## src/hw/prsp_pkg.sv

```systemverilog
// constants and types shared by the parallel slave port block
package prsp_pkg;

   // ------------------------------------------------------------
   // widths
   // ------------------------------------------------------------
   localparam int unsigned PRSP_DATA_W = 8;
   localparam int unsigned PRSP_ADDR_W = 6;
   localparam int unsigned PRSP_BUS_W  = 32;

   // ------------------------------------------------------------
   // register byte offsets
   // ------------------------------------------------------------
   localparam logic [5:0] PRSP_OFF_PINS  = 6'h00;
   localparam logic [5:0] PRSP_OFF_LATCH = 6'h04;
   localparam logic [5:0] PRSP_OFF_DDIR  = 6'h08;
   localparam logic [5:0] PRSP_OFF_CDIR  = 6'h0c;
   localparam logic [5:0] PRSP_OFF_ACFG  = 6'h10;
   localparam logic [5:0] PRSP_OFF_CLAT  = 6'h14;
   localparam logic [5:0] PRSP_OFF_IFLAG = 6'h18;
   localparam logic [5:0] PRSP_OFF_IEN   = 6'h1c;
   localparam logic [5:0] PRSP_OFF_IPRI  = 6'h20;

   // ------------------------------------------------------------
   // field positions
   // ------------------------------------------------------------
   localparam int unsigned PRSP_CDIR_IBF  = 7;
   localparam int unsigned PRSP_CDIR_OBF  = 6;
   localparam int unsigned PRSP_CDIR_INPUT_OVERFLOW_FLAG = 5;
   localparam int unsigned PRSP_CDIR_SEL  = 4;
   localparam int unsigned PRSP_IRQ_BIT   = 7;
   localparam int unsigned PRSP_PIN_RD    = 0;
   localparam int unsigned PRSP_PIN_WR    = 1;
   localparam int unsigned PRSP_PIN_CS    = 2;

   // ------------------------------------------------------------
   // reset values and limits
   // ------------------------------------------------------------
   localparam logic [7:0] PRSP_RST_LATCH = 8'h00;
   localparam logic [7:0] PRSP_RST_DDIR  = 8'hff;
   localparam logic [2:0] PRSP_RST_CDIR  = 3'h7;
   localparam logic [2:0] PRSP_RST_CLAT  = 3'h0;
   localparam logic [3:0] PRSP_RST_ACFG  = 4'h0;
   localparam logic [3:0] PRSP_ACFG_MIN  = 4'ha;
   localparam int unsigned PRSP_SYNC_STAGES = 2;

   // ------------------------------------------------------------
   // carriers
   // ------------------------------------------------------------
   typedef struct packed {
      logic cs_n;
      logic wr_n;
      logic rd_n;
   } prsp_strobe_t;

   typedef struct packed {
      logic input_full_flag;
      logic output_full_flag;
      logic input_overflow_flag;
   } prsp_flags_t;

endpackage

```

## src/hw/prsp_sync.sv

```systemverilog
// two-flop synchroniser for a group of asynchronous levels
`timescale 1ns/100ps
module prsp_sync
   import prsp_pkg::*;
#(
   parameter int unsigned WIDTH = 3,
   parameter logic [WIDTH-1:0] RST_VAL = '1
) (
   input  wire logic             clk,
   input  wire logic             arst_n,
   input  wire logic [WIDTH-1:0] async_in,
   output logic      [WIDTH-1:0] sync_out
);

   logic [WIDTH-1:0] meta_q;
   logic [WIDTH-1:0] sync_q;

   // ------------------------------------------------------------
   // first stage feeds only the second
   // ------------------------------------------------------------
   always_ff @(posedge clk or negedge arst_n) begin
      if (!arst_n) begin
         meta_q <= RST_VAL;
         sync_q <= RST_VAL;
      end else begin
         meta_q <= async_in;
         sync_q <= meta_q;
      end
   end

   assign sync_out = sync_q;

endmodule

```

## src/hw/prsp_top.sv

```systemverilog
// parallel slave port: external 8-bit processor access to the data port latch
//
// What this block does
// - setting the slave port select bit enables slave operation unless the multi-output PWM mode is running.
// - the external processor reads and writes the data port latch as one 8-bit latch over an 8-bit bus.
// - in slave mode control pin 0 is the read strobe, pin 1 the write strobe and pin 2 the chip select, all low.
// - the strobes only work with all three control directions set to input and the analog field in 1010..1111.
// - a write cycle starts when chip select and write strobe are first seen low and ends when either is high.
// - the end of an external write sets the port read/write interrupt flag and the input full flag.
// - when chip select and read strobe are first seen low the latch drives the pins and output full clears.
// - a firmware write during an active read shows on the pins at once but leaves output full clear.
// - when chip select or read strobe goes high after a read the pins float again and the interrupt flag sets.
// - firmware should wait for the interrupt flag and then poll input full and output full to act.
// - the external processor may access the port at any time without reference to the device clock.
// - the interrupt flag, enable and priority bits exist only on the larger variant and read zero otherwise.
// - an external write while the previous input word is unread sets input overflow, cleared only by software.
// - output full reads one while a firmware word is unread by the external side and zero once read.
// - the port read/write interrupt flag stays set after a cycle until software clears it.
//
// The register addresses and the Avalon-MM register port were decided locally.
`timescale 1ns/100ps
module prsp_top
   import prsp_pkg::*;
#(
   parameter logic HAS_PORT = 1'b1
) (
   input  wire logic                   REF_CLK,
   input  wire logic                   ARST_N,
   input  wire logic [PRSP_ADDR_W-1:0] AVS_ADDRESS,
   input  wire logic                   AVS_READ,
   input  wire logic                   AVS_WRITE,
   input  wire logic [PRSP_BUS_W-1:0]  AVS_WRITEDATA,
   input  wire logic [3:0]             AVS_BYTEENABLE,
   output logic      [PRSP_BUS_W-1:0]  AVS_READDATA,
   output logic                        AVS_WAITREQUEST,
   input  wire logic [PRSP_DATA_W-1:0] DATA_IN,
   output logic      [PRSP_DATA_W-1:0] DATA_OUT,
   output logic      [PRSP_DATA_W-1:0] DATA_OE,
   input  wire logic [2:0]             CTRL_IN,
   output logic      [2:0]             CTRL_OUT,
   output logic      [2:0]             CTRL_OE,
   input  wire logic                   PWM_MULTI_ACTIVE,
   output logic                        IRQ,
   output logic                        IRQ_HIGH_PRIO
);

   // ------------------------------------------------------------
   // address decode helper
   // ------------------------------------------------------------
   function automatic logic addr_hit(input logic [PRSP_ADDR_W-1:0] addr,
                                     input logic [5:0] off);
      addr_hit = (addr == off);
   endfunction

   // ------------------------------------------------------------
   // state
   // ------------------------------------------------------------
   logic [PRSP_DATA_W-1:0] latch_q;
   logic [PRSP_DATA_W-1:0] ddir_q;
   logic [PRSP_DATA_W-1:0] in_word_q;
   logic [PRSP_DATA_W-1:0] shadow_q;
   logic [PRSP_DATA_W-1:0] pins_q;
   logic [2:0]             cdir_q;
   logic [2:0]             clat_q;
   logic                   sel_q;
   logic [3:0]             acfg_q;
   prsp_flags_t            flags_q;
   prsp_flags_t            flags_d;
   logic                   iflag_q;
   logic                   iflag_d;
   logic                   ien_q;
   logic                   ipri_q;
   logic                   rd_act_q;
   logic                   wr_act_q;
   logic                   ack_q;
   logic [PRSP_BUS_W-1:0]  rdata_q;
   logic [PRSP_BUS_W-1:0]  rdata_d;

   // ------------------------------------------------------------
   // strobe synchronisation
   // ------------------------------------------------------------
   logic [2:0]   ctrl_sync;
   prsp_strobe_t strb;

   prsp_sync #(
      .WIDTH   (3),
      .RST_VAL (3'h7)
   ) u_sync (
      .clk      (REF_CLK),
      .arst_n   (ARST_N),
      .async_in (CTRL_IN),
      .sync_out (ctrl_sync)
   );

   assign strb.rd_n = ctrl_sync[PRSP_PIN_RD];
   assign strb.wr_n = ctrl_sync[PRSP_PIN_WR];
   assign strb.cs_n = ctrl_sync[PRSP_PIN_CS];

   // ------------------------------------------------------------
   // mode and cycle detection
   // ------------------------------------------------------------
   wire ctrl_all_in;
   wire acfg_digital;
   wire slave_on;
   wire rd_now;
   wire wr_now;
   wire rd_start;
   wire rd_end;
   wire wr_end;

   // directions input and analog field digital
   assign ctrl_all_in  = (cdir_q == 3'h7);
   assign acfg_digital = (acfg_q >= PRSP_ACFG_MIN);
   assign slave_on = HAS_PORT & sel_q & ~PWM_MULTI_ACTIVE & ctrl_all_in & acfg_digital;

   // cycles follow the strobes, not software timing
   assign rd_now = slave_on & ~strb.cs_n & ~strb.rd_n;
   assign wr_now = slave_on & ~strb.cs_n & ~strb.wr_n;
   // read begins on first low of both
   assign rd_start = rd_now & ~rd_act_q;
   assign rd_end = ~rd_now & rd_act_q;
   // write spans both low, ends on either high
   assign wr_end = ~wr_now & wr_act_q;

   always_ff @(posedge REF_CLK or negedge ARST_N) begin
      if (!ARST_N) begin
         rd_act_q <= 1'b0;
         wr_act_q <= 1'b0;
      end else begin
         rd_act_q <= rd_now;
         wr_act_q <= wr_now;
      end
   end

   // capture the bus byte while the write is active
   always_ff @(posedge REF_CLK or negedge ARST_N) begin
      if (!ARST_N) begin
         shadow_q  <= PRSP_RST_LATCH;
         in_word_q <= PRSP_RST_LATCH;
         pins_q    <= PRSP_RST_LATCH;
      end else begin
         pins_q <= DATA_IN;
         if (wr_now) begin
            shadow_q <= DATA_IN;
         end
         if (wr_end) begin
            in_word_q <= shadow_q;
         end
      end
   end

   // ------------------------------------------------------------
   // avalon slave: one wait cycle per access
   // ------------------------------------------------------------
   wire req;
   wire acc_wr;
   wire acc_rd;
   wire lane0;
   wire [7:0] wdat;
   wire hit_pins;
   wire hit_latch;
   wire hit_ddir;
   wire hit_cdir;
   wire hit_acfg;
   wire hit_clat;
   wire hit_iflag;
   wire hit_ien;
   wire hit_ipri;
   wire fw_latch_wr;
   wire fw_pins_rd;

   assign req             = AVS_READ | AVS_WRITE;
   assign AVS_WAITREQUEST = req & ~ack_q;
   assign lane0           = AVS_BYTEENABLE[0];
   assign acc_wr          = AVS_WRITE & ack_q & lane0;
   assign acc_rd          = AVS_READ & ack_q;
   assign wdat            = AVS_WRITEDATA[7:0];

   assign hit_pins  = addr_hit(AVS_ADDRESS, PRSP_OFF_PINS);
   assign hit_latch = addr_hit(AVS_ADDRESS, PRSP_OFF_LATCH);
   assign hit_ddir  = addr_hit(AVS_ADDRESS, PRSP_OFF_DDIR);
   assign hit_cdir  = addr_hit(AVS_ADDRESS, PRSP_OFF_CDIR);
   assign hit_acfg  = addr_hit(AVS_ADDRESS, PRSP_OFF_ACFG);
   assign hit_clat  = addr_hit(AVS_ADDRESS, PRSP_OFF_CLAT);
   assign hit_iflag = addr_hit(AVS_ADDRESS, PRSP_OFF_IFLAG);
   assign hit_ien   = addr_hit(AVS_ADDRESS, PRSP_OFF_IEN);
   assign hit_ipri  = addr_hit(AVS_ADDRESS, PRSP_OFF_IPRI);

   assign fw_latch_wr = acc_wr & (hit_pins | hit_latch);
   assign fw_pins_rd  = acc_rd & hit_pins & slave_on;

   always_ff @(posedge REF_CLK or negedge ARST_N) begin
      if (!ARST_N) begin
         ack_q <= 1'b0;
      end else begin
         ack_q <= req & ~ack_q;
      end
   end

   // ------------------------------------------------------------
   // software registers
   // ------------------------------------------------------------
   always_ff @(posedge REF_CLK or negedge ARST_N) begin
      if (!ARST_N) begin
         latch_q <= PRSP_RST_LATCH;
         ddir_q  <= PRSP_RST_DDIR;
         cdir_q  <= PRSP_RST_CDIR;
         clat_q  <= PRSP_RST_CLAT;
         sel_q   <= 1'b0;
         acfg_q  <= PRSP_RST_ACFG;
         ien_q   <= 1'b0;
         ipri_q  <= 1'b0;
      end else begin
         // new latch value reaches the pins at once
         if (fw_latch_wr) begin
            latch_q <= wdat;
         end
         if (acc_wr & hit_ddir) begin
            ddir_q <= wdat;
         end
         if (acc_wr & hit_cdir) begin
            cdir_q <= wdat[2:0];
            sel_q  <= wdat[PRSP_CDIR_SEL];
         end
         if (acc_wr & hit_clat) begin
            clat_q <= wdat[2:0];
         end
         if (acc_wr & hit_acfg) begin
            acfg_q <= wdat[3:0];
         end
         // enable and priority absent on small variant
         if (acc_wr & hit_ien) begin
            ien_q <= HAS_PORT & wdat[PRSP_IRQ_BIT];
         end
         if (acc_wr & hit_ipri) begin
            ipri_q <= HAS_PORT & wdat[PRSP_IRQ_BIT];
         end
      end
   end

   // ------------------------------------------------------------
   // status flags: hardware set wins over software clear
   // ------------------------------------------------------------
   wire input_overflow_flag_clr;
   wire iflag_clr;
   wire iflag_set;

   assign input_overflow_flag_clr  = acc_wr & hit_cdir & ~wdat[PRSP_CDIR_INPUT_OVERFLOW_FLAG];
   assign iflag_clr = acc_wr & hit_iflag & wdat[PRSP_IRQ_BIT];
   // write end raises the interrupt flag
   // read end raises the interrupt flag
   assign iflag_set = HAS_PORT & (wr_end | rd_end);

   always_comb begin
      flags_d = flags_q;
      if (wr_end) begin
         flags_d.input_full_flag = 1'b1;
      end else if (fw_pins_rd) begin
         flags_d.input_full_flag = 1'b0;
      end
      // overflow when unread word is overwritten
      if (wr_end & flags_q.input_full_flag) begin
         flags_d.input_overflow_flag = 1'b1;
      end else if (input_overflow_flag_clr) begin
         flags_d.input_overflow_flag = 1'b0;
      end
      // output full until the external side reads
      // write during a read keeps it clear
      if (rd_start) begin
         flags_d.output_full_flag = 1'b0;
      end else if (fw_latch_wr & ~rd_act_q) begin
         flags_d.output_full_flag = 1'b1;
      end
      iflag_d = iflag_q;
      if (iflag_set) begin
         iflag_d = 1'b1;
      end else if (iflag_clr) begin
         iflag_d = 1'b0;
      end
   end

   always_ff @(posedge REF_CLK or negedge ARST_N) begin
      if (!ARST_N) begin
         flags_q <= '0;
         iflag_q <= 1'b0;
      end else begin
         flags_q <= flags_d;
         iflag_q <= iflag_d;
      end
   end

   // ------------------------------------------------------------
   // read data mux, registered one cycle before the answer
   // ------------------------------------------------------------
   wire [7:0] pins_view;
   wire [7:0] cdir_view;

   assign pins_view = slave_on ? in_word_q : pins_q;
   // flags polled together with the select bit
   assign cdir_view = {flags_q.input_full_flag, flags_q.output_full_flag, flags_q.input_overflow_flag, sel_q, 1'b0, cdir_q};

   always_comb begin
      rdata_d = '0;
      if (hit_pins) begin
         rdata_d[7:0] = pins_view;
      end else if (hit_latch) begin
         rdata_d[7:0] = latch_q;
      end else if (hit_ddir) begin
         rdata_d[7:0] = ddir_q;
      end else if (hit_cdir) begin
         rdata_d[7:0] = cdir_view;
      end else if (hit_acfg) begin
         rdata_d[3:0] = acfg_q;
      end else if (hit_clat) begin
         rdata_d[2:0] = clat_q;
      end else if (hit_iflag) begin
         rdata_d[PRSP_IRQ_BIT] = HAS_PORT & iflag_q;
      end else if (hit_ien) begin
         rdata_d[PRSP_IRQ_BIT] = ien_q;
      end else if (hit_ipri) begin
         rdata_d[PRSP_IRQ_BIT] = ipri_q;
      end
   end

   always_ff @(posedge REF_CLK or negedge ARST_N) begin
      if (!ARST_N) begin
         rdata_q <= '0;
      end else if (AVS_READ & ~ack_q) begin
         rdata_q <= rdata_d;
      end
   end

   assign AVS_READDATA = rdata_q;

   // ------------------------------------------------------------
   // pin drive
   // ------------------------------------------------------------
   assign DATA_OUT = latch_q;
   assign DATA_OE  = slave_on ? {PRSP_DATA_W{rd_act_q}} : ~ddir_q;
   assign CTRL_OUT = clat_q;
   assign CTRL_OE  = ~cdir_q;

   // ------------------------------------------------------------
   // interrupt
   // ------------------------------------------------------------
   assign IRQ           = iflag_q & ien_q;
   assign IRQ_HIGH_PRIO = iflag_q & ien_q & ipri_q;

endmodule

```

## config.mk

```make
export PLATFORM = sky130hd
export DESIGN_NAME = prsp_top
export DESIGN_NICKNAME = d
export VERILOG_FILES = /design/src/hw/prsp_pkg.sv /design/src/hw/prsp_sync.sv /design/src/hw/prsp_top.sv
export SDC_FILE = /design/constraint.sdc
export NUM_CORES = 1
export LEC_CHECK = 0
export BUFFER_PORTS_ARGS = -buffer_cell sky130_fd_sc_hd__buf_4
export CORE_UTILIZATION = 54
export DETAILED_ROUTE_END_ITERATION = 8
export GPL_ROUTABILITY_DRIVEN = 0
export GPL_TIMING_DRIVEN = 0
export HOLD_SLACK_MARGIN = 0.02
export PLACE_DENSITY_LB_ADDON = 0.3
export SLEW_MARGIN = 40
export SYNTH_ARGS = -nofsm -noshare
export SYNTH_HDL_FRONTEND = slang
export SYNTH_SLANG_ARGS = --single-unit
```

## constraint.sdc

```tcl
create_clock -name REF_CLK -period 6.2 [get_ports REF_CLK]
set_input_delay 0.31 -clock REF_CLK [delete_from_list [all_inputs] [get_ports REF_CLK]]
set_output_delay 0.31 -clock REF_CLK [all_outputs]
set_load 0.02 [all_outputs]
```

# After elaboration in Yosys (flattened, before gate mapping)
# Cells that the tools add are included.
[word_totals] regBits=74
[classes] reduce_logical=5 mux=24 eq_ne=9 bitwise=44 n_lt_le_gt_ge=1
[op_table] op="8-bit two-way mux" count=5
[op_table] op="1-bit bitwise AND" count=30
[op_table] op="6-bit by 5-bit == test with 1-bit output (second input constant)" count=4
[op_table] op="1-bit two-way mux" count=15
[op_table] op="6-bit by 4-bit == test with 1-bit output (second input constant)" count=2
[op_table] op="3-bit two-way mux" count=3
[op_table] op="1-bit NOT" count=9
[op_table] op="8-bit NOT" count=1
[op_table] op="2-bit nonzero test" count=4
[op_table] op="6-bit by 3-bit == test with 1-bit output (second input constant)" count=1
[op_table] op="6-bit == test (second input constant)" count=1
[op_table] op="6-bit logical NOT" count=1
[op_table] op="4-bit greater-or-equal comparator (second input constant)" count=1
[op_table] op="4-bit two-way mux" count=1
[op_table] op="3-bit == test (second input constant)" count=1
[op_table] op="3-bit NOT" count=1
[op_table] op="1-bit bitwise OR" count=3

# Logic depth before layout (Yosys ltp)
# Gate-level depths: netlist of the first run.
[logic_depth] ltp_word=10 depth_mapped=6

# Hierarchy
# Synthesis of the first run repeated with hierarchy kept, for this count alone.
[unflattened] hier_cells=276 hier_area_um2=3479.6
[by_module_without_submodules] module="prsp_top" cells_each=270 seq_area_each_um2=1715.4 instances=1 area_each_um2=3321.9
[by_module_without_submodules] module="prsp_sync" cells_each=6 seq_area_each_um2=157.7 instances=1 area_each_um2=157.7

# Worst setup path after synthesis of the first run
# Ideal clock, no wire load.
[synth_timing] path_kind="register to output" start="register cdir_q[2]" end="output port DATA_OE[0]" n_path_buf=2 slack_ns=3.851 t_arrival_ns=2.039 path_stages_with_launch=7 path_cell_list="dfstp_2 > inv_2 > or4_4 > buf_2 > clkbuf_1 > nor2_1 > a21oi_1"
[synth_between] elab_chain_cells=4
[synth_lines] element="start: declaration" line="prsp_top.sv:63" source="logic [2:0] cdir_q;"
[synth_lines] element="start signal: assignment" line="prsp_top.sv:222" source="cdir_q <= wdat[2:0];"
[synth_lines] element="3-bit == test" line="prsp_top.sv:112" source="assign ctrl_all_in = (cdir_q == 3'h7);"
[synth_lines] element="1-bit bitwise AND (2 in a row)" line="prsp_top.sv:114" source="assign slave_on = HAS_PORT & sel_q & ~PWM_MULTI_ACTIVE & ctrl_all_in & acfg_digital;"
[synth_lines] element="8-bit two-way mux" line="prsp_top.sv:339" source="assign DATA_OE = slave_on ? {PRSP_DATA_W{rd_act_q}} : ~ddir_q;"
[synth_lines] element="end: declaration" line="prsp_top.sv:38" source="output logic [PRSP_DATA_W-1:0] DATA_OE,"
# Every way passes these cells.

# Final worst setup path of the first run
# Ends and elaborated chain as after synthesis.

==> flow_metrics.env, run 1 <==
export IMPL_core_area_um2=5990
export IMPL_std_cell_rows=28
export IMPL_wirelength_um=7800
export IMPL_clock_sinks=74
export IMPL_die_area_um2=6610
export IMPL_crit_arrival_ps=2950
export IMPL_root_buffer="clkbuf_8"
export IMPL_hold_viol=0
export IMPL_power_leakage_nw=2.14
export IMPL_synthDistinctLibCells=47
export IMPL_grt_use_total_pct=25.4
export IMPL_hpwlAfterDp_um=5430
export IMPL_dominantRegCellSynth="dfrtp_1"
export IMPL_endpoint_kind="output port"
export IMPL_syn_area_per_cell_um2=12.2
export IMPL_synth_edf_count=0
export IMPL_synth_top_cell_by_area="dfrtp_1"
export IMPL_yosys_register_bits=74
export IMPL_antenna_found_initial=0
export IMPL_post_route_period_util_pct=52.6
export IMPL_cap_violations=0
export IMPL_numCtsBuffers=9
export IMPL_max_freq_ghz=0.307
export IMPL_area_growth_pct=26.7
export IMPL_vias_per_cell=5.55
export IMPL_power_density_nw_per_um2=265
export IMPL_vias=2538
export IMPL_grt_max_degree=75
export IMPL_status="finished, final reports clean"
export IMPL_rrSetupSlack_ps=3720
export IMPL_fillers=445
export IMPL_crit_start="cdir_q[2]$_DFFE_PN1P_"
export IMPL_nets=435
export IMPL_crit_end="DATA_OE[0]"
export IMPL_clk_pin_slew_ps=80
export IMPL_worstSkewPairLatency_ps=360
export IMPL_place_area_um2=4050
export IMPL_vdd_drop_max_v=0.000189
export IMPL_synth_warning_count=0
export IMPL_rsz0062_at_grt="no"
export IMPL_whs_path_depth=1
export IMPL_ant_nets=0
export IMPL_grt_overflow=0
export IMPL_netlist_instances=279
export IMPL_max_clock_path_buffers=2
export IMPL_first_pass_iters=4
export IMPL_final_cell_area_um2=4300
export IMPL_post_cts_resized=0
export IMPL_ios=115
export IMPL_timing_rr_start="cdir_q[2]$_DFFE_PN1P_"
export IMPL_wl_per_cell_um=17.1
export IMPL_min_path_type="primary input to flip-flop"
export IMPL_finalMaxSlewViolations=0
export IMPL_initial_core_util_pct=56.7
export IMPL_first_global_vias=2379
export IMPL_clock_skew_ps=11.0
export IMPL_io_buffers=63
export IMPL_synth_area_um2=3400
export IMPL_synth_top_area_share_pct=42.0
export IMPL_worstPathRequired_ps=5890
export IMPL_drive_gt1_share_pct=44.2
export IMPL_remaining_drc_errors=0
export IMPL_synth_seq_area_share_pct=55.1
export IMPL_slew_headroom_pct=51.1
export IMPL_reg2reg_depth=6
export IMPL_critPathKind="flip-flop to output port"
export IMPL_cts_tree="built"
export IMPL_chipHeight_um=81.3
export IMPL_reg2reg_to="in_word_q[6]$_DFFE_PN0P_"
export IMPL_tightest_slew_ps=727
export IMPL_start_kind="flip-flop"
export IMPL_die_width_um=81.3
export IMPL_h_tree_depth=3
export IMPL_finalSetupViolations=0
export IMPL_cp_max_fo=10
export IMPL_synthArstFlopShare_pct=100
export IMPL_diodes=0
export IMPL_tns_ps=0
export IMPL_grt_pass1_wl_um=12000
export IMPL_drtIter0Drc=217
export IMPL_synthTopCellsByArea="dfrtp_1, mux2_2, dfstp_2"
export IMPL_min_period_ps=3260
-- stage by stage --
stage	hold WS [ps]	setup WS, ps	cells	util [%]	power (W)
6_report	51.7	2940	457	71.8	0.00114
5_1_grt	28.2	2840	457	71.8	0.00118
2_1_floorplan	14.4	3850	302	-	0.000635
4_1_cts	37.0	2950	457	71.7	0.00114
3_5_place_dp	352	3350	440	67.7	0.000711
3_3_place_gp	346	3340	440	67.6	0.000706
-- kinds of logic (layout without fill, tap and decap cells) --
logic type             after synthesis  in the layout  synth area share (%)
and+or+nand+nor                     63             63                  10.1
AOI/OAI and AO/OA                   47             47                  9.32
muxes                               56             56                  18.2
buffers and inverters               38            118                  7.11
DFF                                 74             74                  55.1
other                                1             24                 0.110
-- synth_stat cells, types with 2 or more instances --
master    instances
a32o_1            2
o211ai_1          2
a21oi_1          14
dfstp_2          17
inv_1             4
nand4b_1          2
o21ai_0           7
nand3_1          10
buf_4            24
o22ai_1           2
o22a_1            4
and2_1            3
a221oi_1          2
mux2_2           40
nor3_1            3
or3_1             2
and3_1            4
nand2b_1          3
o221ai_1          2
clkbuf_1          7
nor2b_1           2
dfrtp_1          57
nand2_1          12
mux2i_1           9
nor2_1           13
o21a_1            2
mux2_1            7
a22oi_1           4
-- cell type report --
type                       instances  area (um^2)  area share (%)
clock buffer                      10          138            3.20
multi-input combinational        190         1380            32.0
timing repair buffer              64          487            11.3
clock inverter                     6         95.1            2.21
inverter                           5         18.8           0.436
sequential                        74         1870            43.5
buffer                            33          223            5.18
tap                               75         93.8            2.18
-- flip-flops by register name, indices dropped and copies added (netlist names), 4 cells and up --
name,cells
DATA_OUT,8
shadow_q,8
ddir_q,8
in_word_q,8
acfg_q,4
AVS_READDATA,8
pins_q,8
-- critical path, stage by stage, from the launching register on --
cell      delay (ps)
dfstp_2          550
inv_2             40
or4_4            570
buf_2            240
clkbuf_1         290
nor2_1           600
a21oi_1          100
buf_4            190
-- worst min-delay path by stage --
stage | slack [ps] | to | from
final | 50 | u_sync.meta_q[1]$_DFF_PN1_ | CTRL_IN[1]
after global routing | 30 | u_sync.meta_q[1]$_DFF_PN1_ | CTRL_IN[1]
after CTS | 40 | u_sync.meta_q[1]$_DFF_PN1_ | CTRL_IN[1]
after detailed placement | 350 | u_sync.sync_out[0]$_DFF_PN1_ | u_sync.meta_q[0]$_DFF_PN1_
after global placement | 350 | u_sync.sync_out[2]$_DFF_PN1_ | u_sync.meta_q[2]$_DFF_PN1_
after floorplan | 10 | AVS_READDATA[0]$_DFFE_PN0P_ | ARST_N
-- power breakdown --
| part | total (W) | internal, W | switching, W | leakage, nW |
|---|---|---|---|---|
| clock network | 0.000434 | 0.000242 | 0.000192 | 0.117 |
| registers | 0.000542 | 0.000519 | 0.0000226 | 0.911 |
| logic | 0.000163 | 0.0000742 | 0.0000889 | 1.11 |
| total | 0.00114 | 0.000835 | 0.000304 | 2.14 |
-- placed cells by master (no fill, tap or decap), types with 3 or more instances in the layout --
cell type  instances
nor2_1            13
clkbuf_8          10
dfstp_2           17
nor3_1             3
a21oi_1           14
o21ai_0            7
inv_1              4
nand2_1           12
a22oi_1            4
nand3_1           10
mux2_1             7
buf_4             86
clkbuf_1           7
and3_1             4
conb_1            24
mux2_2            40
o22a_1             4
and2_1             3
mux2i_1            9
dfrtp_1           57
nand2b_1           3
-- per-layer routing --
metal  part of all wire (%)  track usage (%)  vias to the layer above  wire (um)
met5                      0                0                        -          0
met4                    1.8             10.9                        0        144
met3                    8.4             5.84                       15        658
met2                     49             39.5                      120       3800
met1                     41             34.0                     1239       3190
li1                       -                -                     1164          -
-- what timing repair did --
action                    in CTS  in global routing
buffers inserted               0                  0
hold buffers                   1                  0
hold endpoints to repair      57                  0
Note: power is estimated with default switching activity, not from simulation.
==> run 2, diff against run 1 <==
Settings changed: CORE_UTILIZATION 54 to 50.
Clock period 6.2 ns to 3 ns, I/O delays scaled along.
==> run 2 against run 1 <==
The flow now finishes with violations (design-rule violations). Via count grew 1.7%. Critical path depth stayed put. Register-to-register slack worse by 3200 ps. Total power grew 110%. Sequential share of layout area fell by 1.2 points. Utilization fell by 3.3 points. Final cell count is 2.8% higher. Clock power grew 110%. Setup slack lost 2800 ps. Critical endpoint is now DATA_OE[3]. Largest power group unchanged.
==> flow_metrics.env, run 2 (synthesis results as in run 1) <==
export IMPL_slowest_delay_ps=560
export IMPL_cap_violations=0
export IMPL_max_clock_path_buffers=2
export IMPL_slew_headroom_pct=49.0
export IMPL_finalMaxSlewViolations=0
export IMPL_die_area_um2=7130
export IMPL_path_delay_family="simple AND/OR/NAND/NOR gates"
export IMPL_hold_viol=0
export IMPL_area_growth_pct=30.2
export IMPL_power_density_nw_per_um2=541
export IMPL_reg2reg_to="in_word_q[2]$_DFFE_PN0P_"
export IMPL_numCtsBuffers=9
export IMPL_clock_skew_ps=8.37
export IMPL_antenna_found_initial=0
export IMPL_root_buffer="clkbuf_8"
export IMPL_initial_core_util_pct=52.6
export IMPL_crit_end="DATA_OE[3]"
export IMPL_critPathKind="flip-flop to output port"
export IMPL_rsz0062_at_grt="no"
export IMPL_hpwlAfterDp_um=5560
export IMPL_std_cell_rows=29
export IMPL_wl_met2_um=3760
export IMPL_cts_tree="built"
export IMPL_power_leakage_nw=2.19
export IMPL_drive_gt1_share_pct=42.7
export IMPL_io_buffers=63
export IMPL_vias=2582
export IMPL_place_ws_ps=244
export IMPL_clock_sinks=74
export IMPL_grt_use_total_pct=23.3
export IMPL_tightest_slew_ps=757
export IMPL_vias_per_cell=5.49
export IMPL_cp_max_fo=10
export IMPL_vdd_drop_max_v=0.000378
export IMPL_path_buf_inv=4
export IMPL_cp_slowest_cell="or4_4"
export IMPL_post_cts_setup_buffer_count=0
export IMPL_min_path_type="primary input to flip-flop"
export IMPL_wl_per_cell_um=16.7
export IMPL_wirelength_um=7830
export IMPL_final_cell_mix="buf_4, dfrtp_1, mux2_2"
export IMPL_routed_top_layer="met4"
export IMPL_grt_pass1_wl_um=12500
export IMPL_crit_arrival_ps=2710
export IMPL_dr_wl_met3_um=718
export IMPL_chipHeight_um=84.4
export IMPL_grt_overflow=0
export IMPL_clk_pin_slew_ps=80
export IMPL_max_freq_ghz=0.350
export IMPL_die_width_um=84.4
export IMPL_finalSetupViolations=0
export IMPL_fillers=495
export IMPL_rrSetupSlack_ps=540
export IMPL_h_tree_depth=3
export IMPL_hold_start="AVS_WRITEDATA[0]"
export IMPL_cp_depth=7
export IMPL_worstPathRequired_ps=2850
export IMPL_post_route_period_util_pct=95.2
export IMPL_timing_rr_start="cdir_q[2]$_DFFE_PN1P_"
export IMPL_ant_nets=0
export IMPL_remaining_drc_errors=10
export IMPL_nets=446
export IMPL_layout_commonest_cell="buf_4"
export IMPL_path_cells="inv_2, or4_4, buf_2, clkbuf_1, nor2_4, a21oi_1, buf_4"
export IMPL_start_kind="flip-flop"
export IMPL_tns_ps=0
export IMPL_status="finished, violations left"
export IMPL_met1_length_um=3180
export IMPL_crit_start="cdir_q[2]$_DFFE_PN1P_"
export IMPL_ios=115
export IMPL_core_area_um2=6460
export IMPL_first_pass_iters=9
export IMPL_diodes=0
export IMPL_violations="design-rule violations"
export IMPL_first_global_vias=2510
export IMPL_drtIter0Drc=290
export IMPL_fin_ws_ps=144
export IMPL_reg2reg_depth=6
export IMPL_endpoint_kind="output port"
export IMPL_min_period_ps=2860
export IMPL_worstSkewPairLatency_ps=350
export IMPL_grt_max_degree=75
-- run 2: worst min path at each step --
stage,endpoint,slack (ps),cells after the start
final,cdir_q[0]$_DFFE_PN1P_,40,3
after global routing,cdir_q[2]$_DFFE_PN1P_,40,3
after CTS,cdir_q[2]$_DFFE_PN1P_,30,3
after detailed placement,wr_act_q$_DFF_PN0_,210,1
after global placement,u_sync.meta_q[1]$_DFF_PN1_,260,1
after floorplan,AVS_READDATA[0]$_DFFE_PN0P_,-150,0
-- run 2: per-layer routing --
| metal | GRT usage (%) | vias to the layer above |
|---|---|---|
| met1 | 30.2 | 1241 |
| met5 | 0 | - |
| met3 | 6.49 | 17 |
| li1 | - | 1183 |
| met4 | 8.47 | 0 |
| met2 | 38.0 | 141 |
-- run 2: stage by stage --
| stage | cell area, um^2 | power (W) | hold slack (ps) | util, % | std cells |
|---|---|---|---|---|---|
| detailed placement | 4060 | 0.00147 | 214 | 62.8 | 442 |
| floorplan | 3480 | 0.00131 | -146 | - | 302 |
| CTS | 4420 | 0.00241 | 34.9 | 68.4 | 470 |
| global placement | 4050 | 0.00146 | 258 | 62.7 | 442 |
| global route | 4420 | 0.00248 | 39.3 | 68.5 | 470 |
| finish | 4420 | 0.00239 | 42.8 | 68.5 | 470 |
-- run 2: final cells by class --
| class | count | area [um^2] | share of cell area, % |
|---|---|---|---|
| flip-flops and latches | 74 | 1870 | 42.3 |
| clock inverters | 6 | 113 | 2.55 |
| plain buffers | 33 | 223 | 5.03 |
| well taps | 77 | 96.3 | 2.18 |
| inverters | 5 | 18.8 | 0.424 |
| multi-input cells | 190 | 1380 | 31.1 |
| clock buffers | 10 | 128 | 2.88 |
| repair buffers | 75 | 597 | 13.5 |
-- run 2: worst reg2reg max path, stage by stage (launching register included) --
cell and delay [ps]:
dfstp_2 550, inv_2 50, or4_4 560, nor3_4 450, nand2b_1 230, buf_6 170, mux2_1 340
-- run 2: what timing repair did --
item	CTS	global route
hold endpoints to repair	68	0
pin swaps	0	0
resized for setup	1	1
endpoints found under the setup margin	8	7
cloned	0	0
hold buffers	12	0
-- run 2: power by group --
part           total (W)  leakage, nW  switching [W]  internal, W
sequential       0.00112        0.911      0.0000444      0.00107
combinational   0.000349         1.16       0.000187     0.000163
clock           0.000928        0.121       0.000373     0.000556
total            0.00239         2.19       0.000604      0.00179
==> run 3, diff against run 2 <==
Settings changed: CELL_PAD_IN_SITES_DETAIL_PLACEMENT set to 0, CELL_PAD_IN_SITES_GLOBAL_PLACEMENT set to 1, CORE_UTILIZATION 50 to 39.
==> run 3 against run 2 <==
The flow now finishes without violations. Setup slack better by 28 ps. Clock power fell by 14%. Count of clock-buffer cells in the layout rose by 3. Via count down 2.9%. Register-to-register slack improved by 20 ps. Die area grew 28%. Global-route usage down 4.3 points. First-iteration DRC count fell by 64%. Hold slack got worse by 4.6 ps. Largest cell class unchanged. Design area grew 0.14%. Highest routed layer unchanged.
==> flow_metrics.env, run 3 (synthesis results as in run 1) <==
export IMPL_drive_gt1_share_pct=42.7
export IMPL_grt_pass1_wl_um=12500
export IMPL_reg2reg_to="in_word_q[1]$_DFFE_PN0P_"
export IMPL_cp_max_fo=10
export IMPL_final_cell_mix="buf_4, dfrtp_1, mux2_2"
export IMPL_wl_per_cell_um=15.9
export IMPL_hold_viol=0
export IMPL_numCtsBuffers=9
export IMPL_worstSkewPairLatency_ps=350
export IMPL_timing_rr_start="cdir_q[2]$_DFFE_PN1P_"
export IMPL_finalMaxSlewViolations=0
export IMPL_rrSetupSlack_ps=560
export IMPL_ios=115
export IMPL_area_growth_pct=30.4
export IMPL_endpoint_kind="output port"
export IMPL_die_area_um2=9090
export IMPL_grt_use_met1_pct=26.4
export IMPL_path_delay_family="simple AND/OR/NAND/NOR gates"
export IMPL_tns_ps=0
export IMPL_diodes=0
export IMPL_use_met3_pct=3.91
export IMPL_min_period_ps=2830
export IMPL_status="finished, final reports clean"
export IMPL_crit_arrival_ps=2680
export IMPL_power_leakage_nw=2.17
export IMPL_cts_tree="built"
export IMPL_rsz0062_at_grt="no"
export IMPL_cp_slowest_cell="or4_4"
export IMPL_slowest_delay_ps=550
export IMPL_max_freq_ghz=0.354
export IMPL_cap_violations=0
export IMPL_finalSetupViolations=0
export IMPL_first_global_vias=2325
export IMPL_clock_skew_ps=4.26
export IMPL_clk_pin_slew_ps=80
export IMPL_initial_core_util_pct=40.7
export IMPL_grt_max_degree=75
export IMPL_first_pass_iters=4
export IMPL_min_path_type="primary input to flip-flop"
export IMPL_max_clock_path_buffers=2
export IMPL_clock_sinks=74
export IMPL_power_density_nw_per_um2=511
export IMPL_antenna_found_initial=0
export IMPL_start_kind="flip-flop"
export IMPL_post_cts_setup_buffer_count=0
export IMPL_grt_use_total_pct=19.0
export IMPL_path_cells="inv_2, or4_4, buf_2, clkbuf_1, nor2_4, a21oi_1, buf_4"
export IMPL_busiest_layer="met2"
export IMPL_crit_start="cdir_q[2]$_DFFE_PN1P_"
export IMPL_core_area_um2=8340
export IMPL_nets=446
export IMPL_holdPathEnd="ddir_q[6]$_DFFE_PN1P_"
export IMPL_post_route_period_util_pct=94.3
export IMPL_root_buffer="clkbuf_8"
export IMPL_drtIter0Drc=105
export IMPL_hold_start="AVS_WRITEDATA[6]"
export IMPL_die_width_um=95.3
export IMPL_std_cell_rows=33
export IMPL_path_buf_inv=4
export IMPL_layout_commonest_cell="buf_4"
export IMPL_finalNonFillerCells=498
export IMPL_tightest_slew_ps=681
export IMPL_ant_nets=0
export IMPL_chipHeight_um=95.3
export IMPL_vias_per_cell=5.04
export IMPL_critPathKind="flip-flop to output port"
export IMPL_whs_path_depth=2
export IMPL_place_inst=470
export IMPL_vdd_drop_max_v=0.000286
export IMPL_slew_headroom_pct=54.2
export IMPL_met2_usage_pct=29.2
export IMPL_wirelength_um=7910
export IMPL_io_buffers=63
export IMPL_reg2reg_depth=6
export IMPL_grt_overflow=0
export IMPL_worstPathRequired_ps=2850
export IMPL_hpwlAfterDp_um=5650
export IMPL_vias=2508
export IMPL_h_tree_depth=3
export IMPL_remaining_drc_errors=0
export IMPL_power_total_w=0.00226
run 3: worst max path at each step:
| stage | to | slack, ps | depth (start not counted) |
|---|---|---|---|
| floorplan | in_word_q[1]$_DFFE_PN0P_ | 810 | 6 |
| global placement | DATA_OE[2] | 250 | 7 |
| detailed placement | DATA_OE[2] | 240 | 7 |
| CTS | DATA_OE[2] | 50 | 7 |
| global route | DATA_OE[1] | 60 | 7 |
| finish | DATA_OE[2] | 170 | 7 |
run 3: routing by layer:
layer  vias to the layer above  share of wire, %
met3                        10               5.1
li1                       1181                 -
met1                      1232                47
met5                         -                 0
met2                        85                47
met4                         0               1.5
run 3: final cells by class:
| type | instances | area, um^2 |
|---|---|---|
| fillers | 770 | 3910 |
| clock buffers | 13 | 159 |
| multi-input cells | 190 | 1380 |
| plain buffers | 33 | 223 |
| inverters | 5 | 18.8 |
| well taps | 105 | 131 |
| repair buffers | 75 | 597 |
| flip-flops and latches | 74 | 1870 |
| clock inverters | 3 | 46.3 |
run 3: stage by stage:
stage / setup WS, ps / utilization [%] / instance area [um^2] / hold WS [ps]
finish: 172 / 53.1 / 4430 / 38.1
floorplan: 810 / - / 3480 / -146
CTS: 53.1 / 53.0 / 4420 / 30.7
global placement: 255 / 49.0 / 4090 / 259
global route: 57.3 / 53.1 / 4430 / 35.5
detailed placement: 238 / 49.1 / 4090 / 214
run 3: repair_timing:
item,in CTS,in global routing
hold buffers,12,0
resized for setup,1,1
endpoints found under the hold margin,68,0
endpoints found under the setup margin,8,8
cloned,0,0
run 3: power breakdown:
group / switching [W] / internal [W]
Sequential: 0.0000460 / 0.00107
Combinational: 0.000184 / 0.000163
Clock: 0.000366 / 0.000433
